==> src/common/bbs_pkg.sv <==
// Constants, field layouts and carrier types for the bus number and
// downstream status register bank. Assumes a single 200 MHz clock domain.
// ============================================================
// Functional notes
// - Tenure timer bits 31:27 writable, 26:24 zero
// - Timer sets least downstream master tenure
// - Subordinate bus number, read/write, resets zero
// - Secondary bus match converts Type 1 to 0
// - Primary bus number, read/write, resets zero
// - Parity fault flag on three parity cases
// - System fault flag on fault pin low
// - Master abort received flag, write-one clear
// - Target abort received flag, write-one clear
// - Target abort signaled flag, write-one clear
// - Select timing reads 01, medium decode
// - Master data fault flag, write-one clear
// - Back-to-back capable bit reads one
// - Fast clock capable bit reads one
// - I/O upper bound bits 15:12, low FFF
// - I/O lower bound bits 7:4, low zero
// - I/O capability fields read 0x1
package bbs_pkg;

    // ============================================================
    // Register map
    localparam logic [11:0] BBS_OFS_BUSNUM  = 12'h018;
    localparam logic [11:0] BBS_OFS_STATUS  = 12'h01c;
    localparam logic [11:0] BBS_OFS_IRQ_EN  = 12'h040;
    localparam logic [11:0] BBS_OFS_IRQ_ST  = 12'h044;

    // ============================================================
    // Field positions
    localparam int BBS_TMR_LSB     = 27;
    localparam int BBS_SUB_LSB     = 16;
    localparam int BBS_SEC_LSB     = 8;
    localparam int BBS_PRI_LSB     = 0;
    localparam int BBS_FLG_PE      = 31;
    localparam int BBS_FLG_SERR    = 30;
    localparam int BBS_FLG_RMA     = 29;
    localparam int BBS_FLG_RTA     = 28;
    localparam int BBS_FLG_STA     = 27;
    localparam int BBS_FLG_MDF     = 24;
    localparam int BBS_IOU_LSB     = 12;
    localparam int BBS_IOL_LSB     = 4;

    // Fixed status bits: select timing 01, b2b, 66 MHz, I/O caps 0x1
    localparam logic [31:0] BBS_STATUS_FIXED = 32'h02a0_0101;
    localparam logic [31:0] BBS_W1C_MASK     = 32'hf900_0000;
    localparam logic [4:0]  BBS_TMR_RST      = 5'h00;
    localparam logic [7:0]  BBS_BUS_RST      = 8'h00;
    localparam logic [3:0]  BBS_IO_RST       = 4'h0;
    localparam logic [11:0] BBS_IO_LOW_ONES  = 12'hfff;
    localparam logic [11:0] BBS_IO_LOW_ZERO  = 12'h000;
    localparam int          BBS_TMR_STEP_SH  = 3;
    localparam int          BBS_NFLAG        = 6;

    // ============================================================
    // Carriers
    typedef struct packed {
        logic [11:0] addr;
        logic [31:0] wdata;
        logic        wr;
        logic        rd;
    } bbs_req_t;

    // Downstream event inputs, one pulse per event in sys_clk domain
    typedef struct packed {
        logic addr_parity_tgt;
        logic data_parity_tgt_wr;
        logic data_parity_mst_rd;
        logic master_abort;
        logic target_abort_rx;
        logic target_abort_tx;
        logic master_data_fault;
    } bbs_evt_t;

    typedef struct packed {
        logic [7:0] bus;
        logic       valid;
    } bbs_cfg_req_t;

    typedef struct packed {
        logic claim;
        logic to_type0;
    } bbs_cfg_ans_t;

endpackage

==> src/hw/bbs_regs.sv <==
// Bus number, tenure timer, downstream status and I/O window registers.
// Assumes a plain register port, events as one-cycle pulses on sys_clk,
// and the fault pin and downstream clock arriving asynchronously.
//
// The implementer's own choice: the address-and-strobe port.
`timescale 1ns/1ps
module bbs_regs #(
    parameter int TMR_W = 5
) (
    input  wire logic                  sys_clk,
    input  wire logic                  resetn,
    input  wire bbs_pkg::bbs_req_t     req,
    output logic [31:0]                rdata,
    input  wire bbs_pkg::bbs_evt_t     evt,
    input  wire logic                  downstream_system_fault_pin_n,
    input  wire logic                  ds_clk,
    input  wire logic                  ds_master_busy,
    output logic                       tenure_expired,
    input  wire bbs_pkg::bbs_cfg_req_t cfg_req,
    output bbs_pkg::bbs_cfg_ans_t      cfg_ans,
    input  wire logic [31:0]           io_addr,
    output logic                       io_forward,
    output logic                       irq
);
    import bbs_pkg::*;

    // ============================================================
    // Storage
    logic [TMR_W-1:0] tenure_r;
    logic [7:0]       sub_bus_r;
    logic [7:0]       sec_bus_r;
    logic [7:0]       pri_bus_r;
    logic [3:0]       io_upper_r;
    logic [3:0]       io_lower_r;
    logic [BBS_NFLAG-1:0] flag_r;
    logic [BBS_NFLAG-1:0] flag_nxt;
    logic [BBS_NFLAG-1:0] irq_en_r;
    logic [31:0]      rdata_r;

    // ============================================================
    // Decode
    wire logic wr_bus  = req.wr && (req.addr == BBS_OFS_BUSNUM);
    wire logic wr_stat = req.wr && (req.addr == BBS_OFS_STATUS);
    wire logic wr_ien  = req.wr && (req.addr == BBS_OFS_IRQ_EN);
    wire logic wr_ist  = req.wr && (req.addr == BBS_OFS_IRQ_ST);

    // ============================================================
    // Synchronisers for asynchronous pins
    logic serr_s1_r;
    logic serr_s2_r;
    logic dclk_s1_r;
    logic dclk_s2_r;
    logic dclk_d_r;
    always_ff @(posedge sys_clk) begin
        if (!resetn) begin
            serr_s1_r <= 1'b1;
            serr_s2_r <= 1'b1;
            dclk_s1_r <= 1'b0;
            dclk_s2_r <= 1'b0;
            dclk_d_r  <= 1'b0;
        end else begin
            serr_s1_r <= downstream_system_fault_pin_n;
            serr_s2_r <= serr_s1_r;
            dclk_s1_r <= ds_clk;
            dclk_s2_r <= dclk_s1_r;
            dclk_d_r  <= dclk_s2_r;
        end
    end
    wire logic ds_edge = dclk_s2_r && !dclk_d_r;

    // ============================================================
    // Status flags; index order PE,SERR,RMA,RTA,STA,MDF
    wire logic [BBS_NFLAG-1:0] flag_set = {
        evt.addr_parity_tgt | evt.data_parity_tgt_wr
            | evt.data_parity_mst_rd,
        !serr_s2_r,
        evt.master_abort,
        evt.target_abort_rx,
        evt.target_abort_tx,
        evt.master_data_fault
    };
    wire logic [BBS_NFLAG-1:0] flag_wclr = {
        req.wdata[BBS_FLG_PE], req.wdata[BBS_FLG_SERR],
        req.wdata[BBS_FLG_RMA], req.wdata[BBS_FLG_RTA],
        req.wdata[BBS_FLG_STA], req.wdata[BBS_FLG_MDF]
    };
    wire logic [BBS_NFLAG-1:0] flag_clr =
        (wr_stat || wr_ist) ? flag_wclr : '0;

    // Set beats clear so a same-cycle event is never lost
    always_comb begin
        flag_nxt = (flag_r & ~flag_clr) | flag_set;
    end

    always_ff @(posedge sys_clk) begin
        if (!resetn) begin
            flag_r   <= '0;
            irq_en_r <= '0;
        end else begin
            flag_r <= flag_nxt;
            if (wr_ien) begin
                irq_en_r <= flag_wclr;
            end
        end
    end

    assign irq = |(flag_r & irq_en_r);

    // ============================================================
    // Writable fields
    always_ff @(posedge sys_clk) begin
        if (!resetn) begin
            tenure_r   <= BBS_TMR_RST;
            sub_bus_r  <= BBS_BUS_RST;
            sec_bus_r  <= BBS_BUS_RST;
            pri_bus_r  <= BBS_BUS_RST;
            io_upper_r <= BBS_IO_RST;
            io_lower_r <= BBS_IO_RST;
        end else begin
            if (wr_bus) begin
                tenure_r  <= req.wdata[BBS_TMR_LSB +: TMR_W];
                sub_bus_r <= req.wdata[BBS_SUB_LSB +: 8];
                sec_bus_r <= req.wdata[BBS_SEC_LSB +: 8];
                pri_bus_r <= req.wdata[BBS_PRI_LSB +: 8];
            end
            if (wr_stat) begin
                io_upper_r <= req.wdata[BBS_IOU_LSB +: 4];
                io_lower_r <= req.wdata[BBS_IOL_LSB +: 4];
            end
        end
    end

    // ============================================================
    // Read mux; low timer bits and reserved bits read zero
    wire logic [31:0] rd_bus = {tenure_r, 3'b000, sub_bus_r,
                                sec_bus_r, pri_bus_r};
    wire logic [31:0] flag_word = {flag_r[5], flag_r[4], flag_r[3],
                                   flag_r[2], flag_r[1], 2'b00,
                                   flag_r[0], 24'h000000};
    // Fixed bits: select timing, b2b, 66 MHz, capabilities
    wire logic [31:0] rd_stat = flag_word | BBS_STATUS_FIXED
        | {16'h0000, io_upper_r, 4'h0,
           io_lower_r, 4'h0};
    wire logic [31:0] rd_irq_w = {flag_r[5], flag_r[4], flag_r[3],
                                  flag_r[2], flag_r[1], 2'b00,
                                  flag_r[0], 24'h000000};
    wire logic [31:0] rd_ien_w = {irq_en_r[5], irq_en_r[4], irq_en_r[3],
                                  irq_en_r[2], irq_en_r[1], 2'b00,
                                  irq_en_r[0], 24'h000000};
    wire logic [31:0] rd_sel =
        (req.addr == BBS_OFS_BUSNUM) ? rd_bus   :
        (req.addr == BBS_OFS_STATUS) ? rd_stat  :
        (req.addr == BBS_OFS_IRQ_EN) ? rd_ien_w :
        (req.addr == BBS_OFS_IRQ_ST) ? rd_irq_w : 32'h0000_0000;

    // Data stand only in the cycle after the read strobe
    always_ff @(posedge sys_clk) begin
        if (!resetn) begin
            rdata_r <= 32'h0000_0000;
        end else begin
            rdata_r <= req.rd ? rd_sel : 32'h0000_0000;
        end
    end
    assign rdata = rdata_r;

    // ============================================================
    // Tenure timer: counts downstream clock edges while mastering
    logic [TMR_W+2:0] tcnt_r;
    wire logic [TMR_W+2:0] tenure_cycles =
        (TMR_W+3)'({tenure_r, 3'b000});
    always_ff @(posedge sys_clk) begin
        if (!resetn) begin
            tcnt_r <= '0;
        end else if (!ds_master_busy) begin
            tcnt_r <= '0;
        end else if (ds_edge && tcnt_r < tenure_cycles) begin
            tcnt_r <= tcnt_r + (TMR_W+3)'(1);
        end
    end
    // Ownership may be kept at least this long before yielding
    assign tenure_expired = ds_master_busy
                         && (tcnt_r >= tenure_cycles);

    // ============================================================
    // Type 1 configuration routing
    wire logic bus_in_range = cfg_req.valid
        && (cfg_req.bus >= sec_bus_r) && (cfg_req.bus <= sub_bus_r);
    assign cfg_ans.claim    = bus_in_range;
    assign cfg_ans.to_type0 = bus_in_range
                           && (cfg_req.bus == sec_bus_r);

    // ============================================================
    // I/O window, 16-bit decode
    wire logic [15:0] io_lo = {io_lower_r, BBS_IO_LOW_ZERO};
    wire logic [15:0] io_hi = {io_upper_r, BBS_IO_LOW_ONES};
    assign io_forward = (io_addr[31:16] == 16'h0000)
                     && (io_addr[15:0] >= io_lo)
                     && (io_addr[15:0] <= io_hi);

endmodule

==> config.mk <==
export PLATFORM = sky130hd
export DESIGN_NAME = bbs_regs
export DESIGN_NICKNAME = d
export VERILOG_FILES = /design/src/common/bbs_pkg.sv /design/src/hw/bbs_regs.sv
export SDC_FILE = /design/constraint.sdc
export NUM_CORES = 1
export LEC_CHECK = 0
export BUFFER_PORTS_ARGS = -buffer_cell sky130_fd_sc_hd__buf_4
export CAP_MARGIN = 40
export CORE_UTILIZATION = 51
export DETAILED_ROUTE_END_ITERATION = 10
export GPL_TIMING_DRIVEN = 0
export HOLD_SLACK_MARGIN = 0.12
export PLACE_DENSITY = 0.8
export SYNTH_ARGS = -nofsm -noshare
export SYNTH_HDL_FRONTEND = slang
export SYNTH_SLANG_ARGS = --single-unit
==> constraint.sdc <==
create_clock -name sys_clk -period 2.8 [get_ports sys_clk]
set_input_delay 0.56 -clock sys_clk [delete_from_list [all_inputs] [get_ports sys_clk]]
set_output_delay 0.56 -clock sys_clk [all_outputs]
set_load 0.01 [all_outputs]
# Word level (Yosys, flattened, before mapping)

Index checks and enable logic that the tools add are counted.

Register bits: 94
Latch bits: 0
Bits in writable memories: 0
Memory bits (read-only): 0
Bits of input ports: 99
Memories: 0

Add/subtract/negate cells: 1
$mul: 0
Divide/modulo/power cells: 0
$lt $le $gt $ge: 6
Equality and inequality tests: 5
Shift operators: 0
Multiplexer cells: 5
Bitwise gates (word level): 9
Reductions and logical operators: 20

Operators by type and width:

| kind                                           | number |
|---|---|
| 2-to-1 mux 32 bit                              | 4 |
| OR 32 x 16 -> 32 bit                           | 1 |
| == test 12 x 5 -> 1 bit, second input constant | 2 |
| == test 12 x 7 -> 1 bit, second input constant | 2 |
| greater-or-equal comparator 16 bit             | 1 |
| greater-or-equal comparator 8 bit              | 2 |
| less-or-equal comparator 16 bit                | 1 |
| zero test 16 bit                               | 1 |
| bitwise AND 6 bit                              | 2 |
| logical AND 1 bit                              | 12 |
| adder 8 x 1 -> 8 bit, second input constant    | 1 |
| == test 8 bit                                  | 1 |
| less-or-equal comparator 8 bit                 | 1 |
| less-than comparator 8 bit                     | 1 |
| 2-to-1 mux 6 bit                               | 1 |
| inverter 6 bit                                 | 1 |
| OR 6 bit                                       | 1 |
| OR reduction 6 bit                             | 1 |
| AND reduction 2 bit                            | 2 |
| OR reduction 3 bit                             | 1 |
| zero test 1 bit                                | 2 |
| inverter 1 bit                                 | 2 |
| OR 1 bit                                       | 2 |
| logical OR 1 bit                               | 1 |

# Logic depth before layout (Yosys ltp)

Gate-level depths: netlist of run 1.

Word-level depth: 7
Gate-level depth with buffers: 7

# Least setup slack after synthesis of run 1

No wires, ideal clock.

Path type: input-to-output
Start: input io_addr[13]
End: output io_forward
Arrival time: 1.817 ns
Required time: 2.240 ns
Slack: 0.423 ns
Cell stages on the path: 4
Buffers on the path: 0
Path through: ha_1 -> nand4_1 -> or4_1 -> a221oi_1

Word-level cells in the longest chain between the ends: 3
Elaborated cells between the ends (all ways): 4
Classes of those cells: 2 x order compare; 2 x reduce/logical

Ends and longest elaborated chain:

| item                               | line            | text |
|---|---|---|
| from (decl)                        | bbs_regs.sv:21  | `input wire logic [31:0] io_addr,` |
| greater-or-equal comparator 16 bit | bbs_regs.sv:197 | `&& (io_addr[15:0] >= io_lo)` |
| logical AND 1 bit                  | bbs_regs.sv:197 |  |
| logical AND 1 bit (*)              | bbs_regs.sv:198 | `&& (io_addr[15:0] <= io_hi);` |
| to (decl)                          | bbs_regs.sv:22  | `output logic io_forward,` |

Mark *: on every way between the ends. The rest lies on a longest branch, timed or not.

# Worst setup path after layout of run 1

Start: register sec_bus_r[2]
End: output cfg_ans[1] in the netlist's numbering

Word-level cells in the longest chain between the ends: 3

Ends and longest elaborated chain:

| item                              | line            | text |
|---|---|---|
| from (decl)                       | bbs_regs.sv:31  | `logic [7:0] sec_bus_r;` |
| from (signal assigned)            | bbs_regs.sv:123 | `sec_bus_r <= req.wdata[BBS_SEC_LSB +: 8];` |
| greater-or-equal comparator 8 bit | bbs_regs.sv:187 | `&& (cfg_req.bus >= sec_bus_r) && (cfg_req.bus <= sub_bus_r);` |
| logical AND 1 bit (2 in a row)    | bbs_regs.sv:187 |  |
| to (decl)                         | bbs_regs.sv:20  | `output bbs_pkg::bbs_cfg_ans_t cfg_ans,` |

No other way between the ends.

==> impl_metrics.toml, run 1 <==
[final_layout]
area_growth_pct = 30.8
final_cells = 722
nets = 743
n_antenna_cell = 0
final_area_um2 = 5720
drive_above_1_share_pct = 26.1

[global_route]
overflow = 0
first_global_vias = 3841
grt_first_pass_wirelength_mm = 18.1
track_usage_pct = 26.2
grt_max_degree = 15
antenna_found_initial = 0

[place]
dp_cells = 707
portBuffers = 130
dp_hpwl_mm = 8.72
placed_cell_area_um2 = 5480
globalplace.congestion = 0.865

[power]
pwr-share-seq_pct = 51.4
leakage_nw = 2.39
worst_ir_drop_vdd_mv = 0.362
combPwrFrac_pct = 9.4
power.internal_mw = 2.01
clockPowerShare_pct = 39.2
swShare_pct = 22.6
switchingPower_mw = 0.587
power_density_nw_per_um2 = 455
power_mw = 2.60

[flow_run]
maxCapViolCount = 0

[clock_network]
clk_latency_ps = 360
clock_path_buffers = 2
ctsHoldBuffers = 0
cts.sinks = 93
htreeDepth = 3
numCtsBuffers = 9
cts_setup_buffers = 0
root_buffer = "clkbuf_8"
cts.reportedPaths.clkPinSlew_ps = 90
cts_tree = "done"

[synthesis]
yosysWarningCount = 0
synth_top_family_by_area = "simple AND/OR/NAND/NOR gates"
ys_ff_latch = 93
synth_ff_type = "dfxtp_1"
yosysUniqueCellTypes = 50
synth.most_common_cell = "dfxtp_1"
synth_nets = 602
synth_cells = 472
synth_common_cells = "dfxtp_1, nand2_1, mux2i_1, inv_1, ha_1"
synth-adder-area-share_pct = 8.87
yosys.area.top_type = "dfxtp_1"
yosysTopAreaCellShare_pct = 42.6
syn-cell-area_um2 = 4370
synthArstFlopShare_pct = 0
synth_edf_count = 0
synth_compound_area_share_pct = 15.5
ys_seq_area_share_pct = 42.6
postSynthAreaPerCell_um2 = 9.26
yosys.area_share.simple_pct = 18.7
synth.area.mux_share_pct = 8.47
synthTopCellsByArea = "dfxtp_1, ha_1, mux2i_1, nand2_1, inv_1"
synth_xor_area_share_pct = 0

[worst_setup_path]
rr_worst_depth = 7
cp_num_buf_inv = 3
required_ps = 2240
r2r_slack_ps = 770
slowest_stage = "dfxtp_1"
crit_path_max_incr_delay_ps = 340
r2r_start = "tenure_r[4]$_SDFFE_PN0P_"
crit_chain = "inv_1 -> ha_1 -> and3_1 -> a221o_1 -> a221oi_2 -> a21oi_1 -> buf_4 -> buf_4"
path_max_fanout = 2
worstReg2RegEnd = "tcnt_r[7]$_SDFFE_PN0P_"
cp_top_family = "compound AO/OA/AOI/OAI gates"
crit_cells = 8
cp-end-kind = "output port"
critPathLaunchType = "flip-flop"
worstSetupPathType = "flip-flop to output port"
cp.arrival_ps = 2190
path_common_cell = "buf_4"

[floorplan]
num_io_pins = 136
core-area_um2 = 8260
initial_core_util_pct = 53.0
fp-row-count = 33
die_h_um = 94.6
die-area_um2 = 8950
fp.dieW_um = 94.6

[run_status]
outcome = "finished, final reports clean"

[sta]
skew_ps = 8.86
setup_viol = 0
fmax_mhz = 364
fin_hold_ws_ps = 401
slew_headroom_pct = 46.9
hold_viol_final = 0
max_slew.worst_pin.slew_ps = 792
finalSetupTns_ps = 0
min_period_over_period_pct = 98.3
drv_slew = 0
period_minus_slack_ps = 2750

[route]
drtPass1Iterations = 5
viasPerCell = 5.58
vias = 4028
wire_per_inst_um = 16.0
initialDrtViolationCount = 235
drc_errors = 0
wirelength_mm = 11.5
antenna_left = 0

[worst_hold_path]
hold_class = "input port to flip-flop"
holdPathStages = 2
worstHoldStart = "evt[0]"
min_to = "flag_r[0]$_SDFF_PN0_"
==> worst register-to-register path: cells and delay by family, from the launching register on <==
| kind | cells | cell delay, ps |
|---|---|---|
| flip-flops | 1 | 390 |
| buffers and inverters | 2 | 290 |
| AO/OA/AOI/OAI | 4 | 910 |
| adder cells (fa/ha/maj) | 1 | 320 |
==> timing repair <==
action                                  CTS  global route
pin swaps                                 0             0
resized for setup                         1             4
endpoints found under the setup margin    1             3
==> worst max-delay path by stage <==
stage                                          from          to  slack, ps
after floorplan                         io_addr[13]  io_forward        420
after global placement                   cfg_req[3]  cfg_ans[1]        110
after detailed placement                 cfg_req[3]  cfg_ans[1]        120
after CTS                 sec_bus_r[2]$_SDFFE_PN0P_  cfg_ans[1]         40
after global routing      sec_bus_r[2]$_SDFFE_PN0P_  cfg_ans[1]         -2
final                     sec_bus_r[2]$_SDFFE_PN0P_  cfg_ans[1]         50
==> per-layer routing <==
metal | up-vias | track usage [%] | part of all wire (%)
met3 | 17 | 5.31 | 7.0
met5 | - | 0 | 0
met4 | 0 | 8.59 | 1.5
met1 | 1877 | 32.3 | 42
met2 | 167 | 45.4 | 50
li1 | 1967 | - | -
==> flip-flops by register name (all words and copies together) (netlist names), 4 cells and up <==
signal	cells
io_lower_r	4
sec_bus_r	8
tcnt_r	8
rdata	31
irq_en_r	6
io_upper_r	4
pri_bus_r	8
sub_bus_r	8
tenure_r	5
flag_r	6
==> layout make-up <==
| cell class | count | area (um^2) |
|---|---|---|
| clock inverter | 3 | 68.8 |
| buffer | 25 | 123 |
| multi-input combinational | 319 | 2270 |
| timing repair buffer | 130 | 976 |
| sequential | 93 | 1860 |
| inverter | 35 | 131 |
| clock buffer | 12 | 155 |
| fill | 665 | 2540 |
| tap | 105 | 131 |
==> power by group through the flow <==
stage / Clock (mW) / Sequential (mW) / Combinational [mW]
after detailed placement: 0 / 1.37 / 0.239
after floorplan: 0 / 1.36 / 0.0931
after global routing: 1.08 / 1.34 / 0.267
after global placement: 0 / 1.37 / 0.231
final: 1.02 / 1.34 / 0.244
after CTS: 1.02 / 1.34 / 0.241
==> cell usage in the layout (no fill, tap or decap), types with 4 or more instances in the layout <==
cell / count
dfxtp_1: 93
a21boi_0: 12
o21a_1: 8
buf_4: 134
ha_1: 31
or4_1: 7
inv_1: 35
nand2b_1: 4
clkbuf_8: 11
a21oi_1: 16
o2bb2ai_1: 5
nand3_1: 15
and2_1: 9
o31ai_1: 4
nand2_1: 72
o21ai_0: 4
clkbuf_1: 16
a32oi_1: 6
nor2b_1: 9
a22o_1: 8
nor4_1: 15
nand4_1: 9
mux2i_1: 37
a21o_1: 9
buf_2: 4
==> metrics by stage <==
step           utilization, %  worst slack, ps
2_1_floorplan               -              423
3_3_place_gp             66.4              107
3_5_place_dp             66.4              118
4_1_cts                  69.1             41.0
5_1_grt                  69.2            -2.28
6_report                 69.2             49.0
==> cells by family (layout without fill, tap and decap cells) <==
family / count (synthesis) / after routing
AOI/OAI and AO/OA: 91 / 91
adders and majority gates: 31 / 31
buffers and inverters: 60 / 205
DFF: 93 / 93
muxes: 37 / 37
other: 1 / 1
and+or+nand+nor: 159 / 159
Power figures use the tool's default switching activity.
==> run 2, diff against run 1 <==
--- a/config.mk
+++ b/config.mk
@@ -9,9 +9,8 @@
 export CAP_MARGIN = 40
 export CORE_UTILIZATION = 51
 export DETAILED_ROUTE_END_ITERATION = 10
-export GPL_TIMING_DRIVEN = 0
 export HOLD_SLACK_MARGIN = 0.12
-export PLACE_DENSITY = 0.8
+export PLACE_DENSITY = 0.84
 export SYNTH_ARGS = -nofsm -noshare
 export SYNTH_HDL_FRONTEND = slang
 export SYNTH_SLANG_ARGS = --single-unit
==> impl_metrics.toml, run 2 (same netlist as run 1, synthesis figures left out) <==
[clock_network]
cts.reportedPaths.clkPinSlew_ps = 80
cts.sinks = 93
root_buffer = "clkbuf_8"
cts_setup_buffers = 0
clk_latency_ps = 350
numCtsBuffers = 9
htreeDepth = 3
ctsHoldBuffers = 0
cts_tree = "done"
clock_path_buffers = 2
cts.repair.resized = 0

[run_status]
outcome = "finished, final reports clean"

[worst_setup_path]
path_max_fanout = 3
crit_path_max_incr_delay_ps = 510
crit_chain = "inv_1 -> ha_1 -> nand4_1 -> or4_1 -> a221oi_1 -> buf_4"
worstSetupPathType = "flip-flop to output port"
cp-end-kind = "output port"
slowest_stage = "or4_1"
cp_top_family = "simple AND/OR/NAND/NOR gates"
required_ps = 2240
cp.arrival_ps = 2110
r2r_slack_ps = 750
cp_num_buf_inv = 2
critPathLaunchType = "flip-flop"

[global_route]
antenna_found_initial = 0
overflow = 0
grt_max_degree = 37
grt_first_pass_wirelength_mm = 17.1
first_global_vias = 3772
track_usage_pct = 24.4

[final_layout]
n_antenna_cell = 0
drive_above_1_share_pct = 26.9
final_common_cell = "buf_4"
final_area_um2 = 5690
final_util_pct = 69.0
final_cell_mix = "buf_4, dfxtp_1, nand2_1"
nets = 731
area_growth_pct = 30.2
largest_reg_flops = 31
final_cells = 710

[sta]
setup_slack_ps = 126
skew_ps = 13.0
finalSetupTns_ps = 0
fin_hold_ws_ps = 405
min_period_over_period_pct = 95.5
drv_slew = 0
setup_viol = 0
hold_viol_final = 0
fmax_mhz = 374
max_slew.worst_pin.slew_ps = 609
rsz0062_at_grt = "no"
period_minus_slack_ps = 2670
slew_headroom_pct = 59.1

[power]
power_mw = 2.52
power_density_nw_per_um2 = 443
leakage_nw = 2.38
worst_ir_drop_vdd_mv = 0.347

[route]
antenna_left = 0
viasPerCell = 5.61
drtPass1Iterations = 4
vias = 3984
drc_errors = 0
wirelength_mm = 10.9
initialDrtViolationCount = 205
wire_per_inst_um = 15.3

[place]
dp_hpwl_mm = 8.27
portBuffers = 132
placed_cell_area_um2 = 5480
globalplace.congestion = 0.855
pre_cts_slack_ps = 209
dp_cells = 695

[floorplan]
fp-row-count = 33
die-area_um2 = 8950
die_h_um = 94.6
initial_core_util_pct = 53.0
fp.dieW_um = 94.6
num_io_pins = 136
core-area_um2 = 8260

[flow_run]
maxCapViolCount = 0

[worst_hold_path]
hold_class = "input port to flip-flop"
run 2: layout make-up:
| type | count | area (um^2) |
|---|---|---|
| Fill cell | 655 | 2560 |
| Multi-Input combinational cell | 319 | 2270 |
| Sequential cell | 93 | 1860 |
| Timing Repair Buffer | 143 | 1090 |
| Clock buffer | 11 | 141 |
| Inverter | 35 | 131 |
| Tap cell | 105 | 131 |
| Clock inverter | 4 | 72.6 |
run 2: worst register-to-register path: cells and delay by family, from the launching register on:
kind / cells / cell delay [ps]
flip-flops: 1 / 370
adder cells (fa/ha/maj): 1 / 320
AO/OA/AOI/OAI: 3 / 520
buffers and inverters: 2 / 290
AND/OR/NAND/NOR: 1 / 510
run 2: metal layers:
metal,wire (um),track usage (%)
met5,0,0
met4,287,10.9
met3,598,4.59
met2,5330,42.1
met1,4640,29.3
run 2: report_power, final:
group | total [mW] | internal (mW) | switching (mW)
registers | 1.34 | 1.33 | 0.00544
logic | 0.232 | 0.132 | 0.100
clock network | 0.953 | 0.522 | 0.431
run 2: final timing paths:
path	start	endpoint	cells after the start
setup reg to reg	tenure_r[4]$_SDFFE_PN0P_	tcnt_r[4]$_SDFFE_PN0P_	7
hold reg to reg	dclk_s1_r$_SDFF_PN0_	dclk_s2_r$_SDFF_PN0_	1
setup / recovery	io_upper_r[1]$_SDFFE_PN0N_	io_forward	6
hold / removal	downstream_system_fault_pin_n	serr_s1_r$_SDFF_PN1_	2
